**config.mk**
```make
export PLATFORM = sky130hd
export DESIGN_NAME = sfsi_top
export DESIGN_NICKNAME = d
export VERILOG_FILES = /design/src/hw/sfsi_pkg.sv /design/src/hw/sfsi_blinker.sv /design/src/hw/sfsi_supply_eval.sv /design/src/hw/sfsi_top.sv
export SDC_FILE = /design/constraint.sdc
export NUM_CORES = 1
export LEC_CHECK = 0
export ABC_AREA = 0
export BUFFER_PORTS_ARGS = -buffer_cell sky130_fd_sc_hd__buf_2
export CAP_MARGIN = 20
export CORE_MARGIN = 8
export CORE_UTILIZATION = 52
export DETAILED_ROUTE_END_ITERATION = 6
export MAX_ROUTING_LAYER = met4
export PLACE_DENSITY = 0.87
export SETUP_SLACK_MARGIN = 0.4
export SYNTH_ARGS = -nofsm -noshare
export SYNTH_HDL_FRONTEND = slang
export SYNTH_SLANG_ARGS = --single-unit
```
**constraint.sdc**
```tcl
create_clock -name CLK_I -period 2.2 [get_ports CLK_I]
set_clock_uncertainty 0.15 [all_clocks]
set_input_delay 0.44 -clock CLK_I [delete_from_list [all_inputs] [get_ports CLK_I]]
set_output_delay 0.44 -clock CLK_I [all_outputs]
set_load 0.03 [all_outputs]
```
**src/hw/sfsi_pkg.sv**
```systemverilog
// Shared types and constants for the supply and fault status indicators.
// Assumes a 10 MHz system clock and a classic Wishbone register port.
//
// Summary of operation
// - Active of two: orange on marginal, hours, fan
// - Red when module 12 V out of range
// - Red: unplugged of two, or idle fan fail
// - Orange drops at once when condition clears
// - Red held about thirty seconds after clearing
// - Faulted active swaps to good backup automatically
// - Software picks the preferred active module
// - Fault lamp blinks red: fan stopped, overheat
// - Blinking lasts until fan turns, temperature normal
// - Solid red: fan speed or voltage bad
// - Solid amber: PLL unlock, phase error, hours
// - Fault lamp off when nothing is wrong
// - Fault-free backup of two shows dim green
// - Fault-free active module shows bright green
// - Backup marginal or over hours: dim orange
package sfsi_pkg;

   // Clock rate and derived timing
   localparam int unsigned SFSI_CLK_HZ = 10_000_000;
   localparam int unsigned SFSI_HOLD_TIME_S = 30;  // Red hold after clearing
   localparam int unsigned SFSI_HOLD_CYCLES = SFSI_HOLD_TIME_S * SFSI_CLK_HZ;
   localparam int unsigned SFSI_BLINK_HALF_MS = 500;  // Blink half period
   localparam int unsigned SFSI_BLINK_HALF_CYCLES = (SFSI_CLK_HZ / 1000) * SFSI_BLINK_HALF_MS;

   // Register map, byte addresses
   localparam int SFSI_ADDR_W = 8;
   localparam logic [7:0] SFSI_CTRL_OFF = 8'h00;
   localparam logic [7:0] SFSI_STATUS_OFF = 8'h04;
   localparam logic [7:0] SFSI_FLAGS_OFF = 8'h08;

   // Control field
   localparam int SFSI_CTRL_PREF_BIT = 0;  // 0 prefers supply one
   localparam logic SFSI_CTRL_PREF_RST = 1'b0;

   // Status fields
   localparam int SFSI_ST_ONE_LSB = 0;
   localparam int SFSI_ST_TWO_LSB = 3;
   localparam int SFSI_ST_LAMP_LSB = 6;
   localparam int SFSI_ST_ACTIVE_BIT = 8;
   localparam int SFSI_ST_TWO_FIT_BIT = 9;

   // Indicator colours of one supply module
   typedef enum logic [2:0] {
      SFSI_OFF,
      SFSI_DIM_GREEN,
      SFSI_BRIGHT_GREEN,
      SFSI_DIM_ORANGE,
      SFSI_BRIGHT_ORANGE,
      SFSI_RED
   } sfsi_colour_t;

   // Fault lamp states
   typedef enum logic [1:0] {
      SFSI_LAMP_OFF,
      SFSI_LAMP_AMBER,
      SFSI_LAMP_BLINK,
      SFSI_LAMP_SOLID
   } sfsi_lamp_t;

   // Condition flags of one supply module
   typedef struct packed {
      logic installed;
      logic ac_ok;
      logic marginal;
      logic v12_bad;
      logic fan_fail;
      logic hours_over;
   } sfsi_supply_flags_t;

   // Instrument-wide condition flags
   typedef struct packed {
      logic main_fan_stopped;
      logic over_temp;
      logic fan_speed_bad;
      logic int_volt_bad;
      logic main_pll_unlock;
      logic sdi_pll_unlock;
      logic phase_err;
   } sfsi_instr_flags_t;

   localparam int SFSI_FLAGS_W = 2 * $bits(sfsi_supply_flags_t) + $bits(sfsi_instr_flags_t);

endpackage : sfsi_pkg

```
**src/hw/sfsi_blinker.sv**
```systemverilog
// Free-running blink level for the fault lamp.
// Assumes one clock and a synchronous active-low reset.
`timescale 1ns/1ps
`default_nettype none
module sfsi_blinker
   import sfsi_pkg::*;
#(
   parameter int unsigned HALF_CYCLES = SFSI_BLINK_HALF_CYCLES
) (
   input wire logic clk_i,
   input wire logic rst_n_i,
   output logic blink_o
);

   logic [31:0] cnt;  // Cycles left in this half period
   logic [31:0] next_cnt;
   logic next_blink;

   // Count down, toggle at each half period end
   always_comb begin
      next_cnt = cnt - 32'h1;
      next_blink = blink_o;
      if (cnt == 32'h0) begin
         next_cnt = 32'(HALF_CYCLES - 1);
         next_blink = ~blink_o;
      end
   end

   // Register state
   always_ff @(posedge clk_i) begin
      if (!rst_n_i) begin
         cnt <= 32'h0;
         blink_o <= 1'b0;
      end else begin
         cnt <= next_cnt;
         blink_o <= next_blink;
      end
   end

endmodule : sfsi_blinker
`default_nettype wire

```
**src/hw/sfsi_supply_eval.sv**
```systemverilog
// Colour decision and red hold timer for one supply module.
// Assumes flags already synchronised and active role given by the top.
`timescale 1ns/1ps
`default_nettype none
module sfsi_supply_eval
   import sfsi_pkg::*;
#(
   parameter int unsigned HOLD_CYCLES = SFSI_HOLD_CYCLES
) (
   input wire logic clk_i,
   input wire logic rst_n_i,
   input wire sfsi_supply_flags_t flags_i,
   input wire logic two_fitted_i,
   input wire logic active_i,
   output sfsi_colour_t colour_o,
   output logic faulted_o
);

   logic [31:0] hold;  // Red hold countdown
   logic [31:0] next_hold;
   sfsi_colour_t next_colour;
   logic next_faulted;
   logic red_cond;  // Live red condition
   logic orange_cond;  // Live warning condition
   logic red_shown;

   // Conditions and next colour
   always_comb begin
      red_cond = flags_i.installed & (flags_i.v12_bad
         | (two_fitted_i & ~flags_i.ac_ok)
         | (~active_i & flags_i.fan_fail));
      orange_cond = flags_i.installed & (flags_i.marginal | flags_i.hours_over
         | (active_i & flags_i.fan_fail));
      next_hold = hold;
      if (!flags_i.installed) begin
         next_hold = 32'h0;  // Removed module forgets its fault
      end else if (red_cond) begin
         next_hold = 32'(HOLD_CYCLES);
      end else if (hold != 32'h0) begin
         next_hold = hold - 32'h1;
      end
      red_shown = flags_i.installed & (red_cond | (hold != 32'h0));
      next_faulted = red_shown;
      if (!flags_i.installed) begin
         next_colour = SFSI_OFF;
      end else if (red_shown) begin
         next_colour = SFSI_RED;
      end else if (orange_cond) begin
         // Orange follows the live condition, no hold
         next_colour = active_i ? SFSI_BRIGHT_ORANGE : SFSI_DIM_ORANGE;
      end else begin
         next_colour = active_i ? SFSI_BRIGHT_GREEN : SFSI_DIM_GREEN;
      end
   end

   // Register state
   always_ff @(posedge clk_i) begin
      if (!rst_n_i) begin
         hold <= 32'h0;
         colour_o <= SFSI_OFF;
         faulted_o <= 1'b0;
      end else begin
         hold <= next_hold;
         colour_o <= next_colour;
         faulted_o <= next_faulted;
      end
   end
endmodule : sfsi_supply_eval
`default_nettype wire

```
**src/hw/sfsi_top.sv**
```systemverilog
// Top of the supply and fault status indicators with Wishbone slave.
// Condition flags arrive as asynchronous pins; one 10 MHz clock.
`timescale 1ns/1ps
`default_nettype none
module sfsi_top
   import sfsi_pkg::*;
#(
   parameter int unsigned HOLD_CYCLES = SFSI_HOLD_CYCLES,
   parameter int unsigned BLINK_HALF_CYCLES = SFSI_BLINK_HALF_CYCLES
) (
   input wire logic CLK_I,  // System clock
   input wire logic RST_N_I,  // Synchronous reset, active low
   input wire logic WB_CYC_I,  // Wishbone cycle
   input wire logic WB_STB_I,  // Wishbone strobe
   input wire logic WB_WE_I,  // Wishbone write enable
   input wire logic [SFSI_ADDR_W-1:0] WB_ADR_I,  // Byte address
   input wire logic [3:0] WB_SEL_I,  // Byte lane selects
   input wire logic [31:0] WB_DAT_I,  // Write data
   output logic [31:0] WB_DAT_O,  // Read data
   output logic WB_ACK_O,  // Acknowledge
   input wire sfsi_supply_flags_t SUPPLY_ONE_FLAGS_I,  // Module one conditions
   input wire sfsi_supply_flags_t SUPPLY_TWO_FLAGS_I,  // Module two conditions
   input wire sfsi_instr_flags_t INSTR_FLAGS_I,  // Instrument conditions
   output sfsi_colour_t SUPPLY_ONE_INDICATOR_O,  // Module one colour
   output sfsi_colour_t SUPPLY_TWO_INDICATOR_O,  // Module two colour
   output logic FAULT_RED_O,  // Fault lamp red drive
   output logic FAULT_AMBER_O,  // Fault lamp amber drive
   output logic ACTIVE_SUPPLY_O  // 0 module one active, 1 module two
);

   // Flag synchroniser stages
   logic [SFSI_FLAGS_W-1:0] sync_a;  // First stage, read only by second
   logic [SFSI_FLAGS_W-1:0] sync_b;
   logic [SFSI_FLAGS_W-1:0] sync_c;
   logic [SFSI_FLAGS_W-1:0] stable;  // Agreed flag values
   logic [SFSI_FLAGS_W-1:0] next_stable;
   logic [SFSI_FLAGS_W-1:0] raw_flags;

   // Unpacked views of the agreed flags
   sfsi_supply_flags_t st_one;
   sfsi_supply_flags_t st_two;
   sfsi_instr_flags_t st_ins;
   logic two_fitted;  // Both modules installed

   // Role selection
   logic pref;  // Preferred active module
   logic next_pref;
   logic active;  // Present active module
   logic next_active;
   logic faulted_one;
   logic faulted_two;
   logic good_one;
   logic good_two;
   logic good_pref;
   logic good_act;
   logic good_oth;

   // Fault lamp
   sfsi_lamp_t lamp;
   sfsi_lamp_t next_lamp;
   logic solid_cond;
   logic blink_cond;
   logic amber_cond;
   logic blink_lvl;
   logic next_red;
   logic next_amber;

   // Bus slave
   logic next_ack;
   logic [31:0] next_dat;
   logic [31:0] rd_word;
   logic bus_req;

   // All condition pins as one vector
   assign raw_flags = {INSTR_FLAGS_I, SUPPLY_TWO_FLAGS_I, SUPPLY_ONE_FLAGS_I};

   // Take a flag bit once the second and third stages agree
   always_comb begin
      next_stable = (sync_b & ~(sync_b ^ sync_c)) | (stable & (sync_b ^ sync_c));
   end

   // Synchroniser registers
   always_ff @(posedge CLK_I) begin
      if (!RST_N_I) begin
         sync_a <= '0;
         sync_b <= '0;
         sync_c <= '0;
         stable <= '0;
      end else begin
         sync_a <= raw_flags;
         sync_b <= sync_a;
         sync_c <= sync_b;
         stable <= next_stable;
      end
   end

   // Split agreed flags back into groups
   always_comb begin
      {st_ins, st_two, st_one} = stable;
      two_fitted = st_one.installed & st_two.installed;
   end

   // Module one colour
   sfsi_supply_eval #(
      .HOLD_CYCLES(HOLD_CYCLES)
   ) u_eval_one (
      .clk_i(CLK_I),
      .rst_n_i(RST_N_I),
      .flags_i(st_one),
      .two_fitted_i(two_fitted),
      .active_i(~active),
      .colour_o(SUPPLY_ONE_INDICATOR_O),
      .faulted_o(faulted_one)
   );

   // Module two colour
   sfsi_supply_eval #(
      .HOLD_CYCLES(HOLD_CYCLES)
   ) u_eval_two (
      .clk_i(CLK_I),
      .rst_n_i(RST_N_I),
      .flags_i(st_two),
      .two_fitted_i(two_fitted),
      .active_i(active),
      .colour_o(SUPPLY_TWO_INDICATOR_O),
      .faulted_o(faulted_two)
   );

   // Blink level for the fault lamp
   sfsi_blinker #(
      .HALF_CYCLES(BLINK_HALF_CYCLES)
   ) u_blink (
      .clk_i(CLK_I),
      .rst_n_i(RST_N_I),
      .blink_o(blink_lvl)
   );

   // Choose the active module
   always_comb begin
      good_one = st_one.installed & ~faulted_one;
      good_two = st_two.installed & ~faulted_two;
      good_pref = pref ? good_two : good_one;
      good_act = active ? good_two : good_one;
      good_oth = active ? good_one : good_two;
      next_active = active;
      if (good_pref) begin
         next_active = pref;
      end else if (!good_act && good_oth) begin
         next_active = ~active;
      end
   end

   // Role register
   always_ff @(posedge CLK_I) begin
      if (!RST_N_I) begin
         active <= SFSI_CTRL_PREF_RST;
      end else begin
         active <= next_active;
      end
   end

   // Role visible on a pin
   assign ACTIVE_SUPPLY_O = active;

   // Fault lamp decision, most severe first
   always_comb begin
      solid_cond = st_ins.fan_speed_bad | st_ins.int_volt_bad;
      blink_cond = st_ins.main_fan_stopped | st_ins.over_temp;
      amber_cond = st_ins.main_pll_unlock | st_ins.sdi_pll_unlock | st_ins.phase_err
         | (st_one.installed & st_one.hours_over)
         | (st_two.installed & st_two.hours_over);
      if (solid_cond) begin
         next_lamp = SFSI_LAMP_SOLID;
      end else if (blink_cond) begin
         next_lamp = SFSI_LAMP_BLINK;
      end else if (amber_cond) begin
         next_lamp = SFSI_LAMP_AMBER;
      end else begin
         next_lamp = SFSI_LAMP_OFF;
      end
      next_red = (next_lamp == SFSI_LAMP_SOLID)
         | ((next_lamp == SFSI_LAMP_BLINK) & blink_lvl);
      next_amber = (next_lamp == SFSI_LAMP_AMBER);
   end

   // Lamp registers
   always_ff @(posedge CLK_I) begin
      if (!RST_N_I) begin
         lamp <= SFSI_LAMP_OFF;
         FAULT_RED_O <= 1'b0;
         FAULT_AMBER_O <= 1'b0;
      end else begin
         lamp <= next_lamp;
         FAULT_RED_O <= next_red;
         FAULT_AMBER_O <= next_amber;
      end
   end

   // Read word decode
   always_comb begin
      rd_word = 32'h0;
      unique case (WB_ADR_I)
         SFSI_CTRL_OFF: begin
            rd_word[SFSI_CTRL_PREF_BIT] = pref;
         end
         SFSI_STATUS_OFF: begin
            rd_word[SFSI_ST_ONE_LSB +: 3] = SUPPLY_ONE_INDICATOR_O;
            rd_word[SFSI_ST_TWO_LSB +: 3] = SUPPLY_TWO_INDICATOR_O;
            rd_word[SFSI_ST_LAMP_LSB +: 2] = lamp;
            rd_word[SFSI_ST_ACTIVE_BIT] = active;
            rd_word[SFSI_ST_TWO_FIT_BIT] = two_fitted;
         end
         SFSI_FLAGS_OFF: begin
            rd_word[SFSI_FLAGS_W-1:0] = stable;
         end
         default: begin
            rd_word = 32'h0;  // Unmapped reads as zero
         end
      endcase
   end

   // Bus answer: ack one cycle after request, write on the ack edge
   always_comb begin
      bus_req = WB_CYC_I & WB_STB_I;
      next_ack = bus_req & ~WB_ACK_O;
      next_dat = WB_DAT_O;
      if (next_ack && !WB_WE_I) begin
         next_dat = rd_word;
      end
      next_pref = pref;
      if (bus_req && WB_ACK_O && WB_WE_I && WB_SEL_I[0]
         && WB_ADR_I == SFSI_CTRL_OFF) begin
         next_pref = WB_DAT_I[SFSI_CTRL_PREF_BIT];
      end
   end

   // Bus registers
   always_ff @(posedge CLK_I) begin
      if (!RST_N_I) begin
         WB_ACK_O <= 1'b0;
         WB_DAT_O <= 32'h0;
         pref <= SFSI_CTRL_PREF_RST;
      end else begin
         WB_ACK_O <= next_ack;
         WB_DAT_O <= next_dat;
         pref <= next_pref;
      end
   end
endmodule : sfsi_top
`default_nettype wire

```
==> out/metrics.csv <==
metric,value,unit
Hold Path Origin,INSTR_FLAGS_I[2],
critical path class,register to register,
area share of the largest cell type after synthesis,48.5,%
flop2flop setup slack,-0.29,ns
Post-Synthesis Cell Area,8540,µm²
# rows,47,
post-synthesis sequential area ratio,48.5,%
FF-to-FF End,u_eval_two.hold[19],
total CTS buffers,22,
largest cells by area after synthesis,"dfxtp_1, and2_1, a21boi_0",
CTS tree,built,
hold endpoint,sync_a[14],
PwrDens,921,nW/µm²
Worst Max-Slew Pin Slew,0.656,ns
final hold violation count,0,
most frequent cells in the layout,"dfxtp_1, buf_4, buf_2",
RSZ-0062 raised after global routing,yes,
Yosys warnings,0,
Routed WL per cell,25.2,µm
ys async rst share,0,%
TritonRoute pass-1 iters,5,
final antenna-violating net count,0,
TritonCTS Sinks,207,
Slew headroom,56.1,%
synth unique cells,60,
Crit. End Element,register,
Final period util,113,%
ANT cells,0,
hold path depth,2,
Worst Path Arrival,2.72,ns
HP Class,input port to register,
DRT iter0 DRCs,1117,
final WL,34700,µm
design area,12600,µm²
initial antenna violation count,0,
failing checks,negative setup slack,
post-synth top area cell,dfxtp_1,
Worst Path Required,2.43,ns
Clock Tree Buf Depth,3,
die area,20800,µm²
Starting Density,52.4,%
"commonest non-fill, non-tap cell in the layout",dfxtp_1,
Post-synth EDFFs,0,
"Reg clk slew, reported paths",0.07,ns
Area Overhead vs Synth,47.5,%
Die W,144,µm
number of global-route vias before repair,8447,
status,finished with violations,
Post-DP HPWL,14000,µm
Period minus WS final,2.49,ns
vias per cell,6.56,
Worst VDD drop,1.21,mV
Post-route DRC,0,
crit-path max FO,4,
# port buffers,62,
Worst setup SP type,register,
largest net degree at the start of global routing,50,
Synth Register Bits,207,
Critical R2R Launch,u_eval_two.hold[1],
r2r worst-path depth,6,
Ports,110,
number of max-cap violations,0,
Tot GR Track Use,26.5,%
final setup fails,57,
syn avg cell area,9.29,µm²
setup ws final,-0.294,ns
area of the core,16300,µm²
gpl congestion,0.877,
FILL cells,867,
Final nets,1218,
Post-DP Area,9760,µm²
global-route wire length before repair,43100,µm
Static Leak,4.98,nW
Die Y-Extent,144,µm
Main synth FF type,dfxtp_1,
vias after detailed routing,9039,
Post-Synthesis Cells,919,
share of post-route cells with drive strength above 1,41.4,%
max frequency,0.401,GHz
max-slew violation count,0,
CTS H-Tree Depth,1,
grt ovf,0,
clk_lat worst skew,0.51,ns
Finished Core Util,77.3,%
Clock Tree Root,clkbuf_16,
pre-CTS WS,-0.0791,ns
[metal layers]
layer / part of all wire, % / vias to the layer above / global-route usage, %
met4: 9.3 / 0 / 14.5
met3: 10 / 317 / 4.85
met5: 0 / - / -
met1: 33 / 4212 / 27.8
met2: 47 / 768 / 46.7
li1: - / 3742 / -
[state kept, by name, indices dropped and copies added, names as in the netlist, named ones only]
signal and count:
u_blink.cnt 32, u_eval_one.hold 32, u_eval_two.hold 32, WB_DAT_O 19, sync_a 19, sync_b 19
sync_c 19, u_eval_one.colour_o 3, u_eval_two.colour_o 3, lamp 2, ACTIVE_SUPPLY_O 1, FAULT_AMBER_O 1
FAULT_RED_O 1, WB_ACK_O 1, pref 1, u_blink.blink_o 1, u_eval_one.faulted_o 1, u_eval_two.faulted_o 1
[per-stage QoR]
step	total power, mW	setup TNS [ns]	std cells	hold WS [ns]
2_1_floorplan	5.94	-0.103	931	0.262
3_3_place_gp	6.37	-0.0772	1231	0.262
3_5_place_dp	6.46	-0.102	1231	0.267
4_1_cts	10.8	-0.180	1333	0.00304
5_1_grt	12.0	-9.00	1377	-0.000985
6_report	11.6	-5.66	1377	0.00390
[cells in the mapped netlist, types with 14 or more instances]
cell type / instances
dfxtp_1: 207
nor2_1: 66
and2_1: 60
nand2_1: 57
a21boi_0: 42
a21oi_1: 36
clkbuf_1: 36
o21ai_0: 35
xor2_1: 28
or3_1: 26
or4_1: 25
nor3_1: 23
nand4_1: 22
nor4_1: 22
a22oi_1: 19
inv_1: 19
xnor2_1: 19
nor2b_1: 17
nand3_1: 16
o31ai_1: 16
buf_4: 14
[logic make-up (layout without fill, tap and decap cells)]
group                    Yosys count  in the layout  synth area share (%)
adder cells (fa/ha/maj)            8              8                  1.17
buffers and inverters             74            297                  3.94
flip-flops                       207            207                  48.5
multiplexers                       7              7                 0.835
AO/OA/AOI/OAI                    192            192                  15.0
XOR/XNOR                          47             47                  4.82
other                              1             13                0.0439
AND/OR/NAND/NOR                  383            386                  25.7
[worst max-delay path: stages, from the launching register on]
cell	delay, ns
dfxtp_2	0.35
or4_4	0.57
nor4_4	0.42
buf_6	0.20
o211ai_1	0.16
o31ai_1	0.37
a21oi_1	0.13
[how the worst max path moves through the flow]
stage	from	to	slack, ns	cells after the start
floorplan	u_eval_one.hold[5]	u_eval_one.hold[17]	-0.06	6
global placement	u_eval_one.hold[10]	u_eval_one.hold[17]	-0.08	5
detailed placement	u_eval_one.hold[10]	u_eval_one.hold[17]	-0.08	5
CTS	u_eval_one.hold[9]	u_eval_one.hold[17]	-0.08	5
global route	u_eval_one.hold[9]	u_eval_one.hold[29]	-0.31	8
finish	u_eval_two.hold[1]	u_eval_two.hold[19]	-0.29	6
[final cells by class]
cell class | instances | area [µm²] | area share (%)
clock buffers | 30 | 611 | 4.85
clock inverters | 9 | 113 | 0.894
inverters | 19 | 76.3 | 0.606
multi-input cells | 653 | 5310 | 42.1
flip-flops and latches | 207 | 4200 | 33.3
well taps | 220 | 275 | 2.19
repair buffers | 239 | 2020 | 16.0
[repair_timing]
action | 4_1_cts | 5_1_grt
hold buffers | 17 | 0
setup endpoints to repair | 116 | 113
hold endpoints to repair | 17 | 0
setup buffers | 42 | 40
gates cloned | 4 | 4
resized for setup | 163 | 119
pin swaps | 72 | 76
[report_power, final]
part,internal (mW),switching (mW)
Combinational,1.57,1.85
Sequential,4.05,0.349
Clock,2.19,1.58
Total,7.82,3.79
No activity file was read; power rests on OpenSTA's default activity.
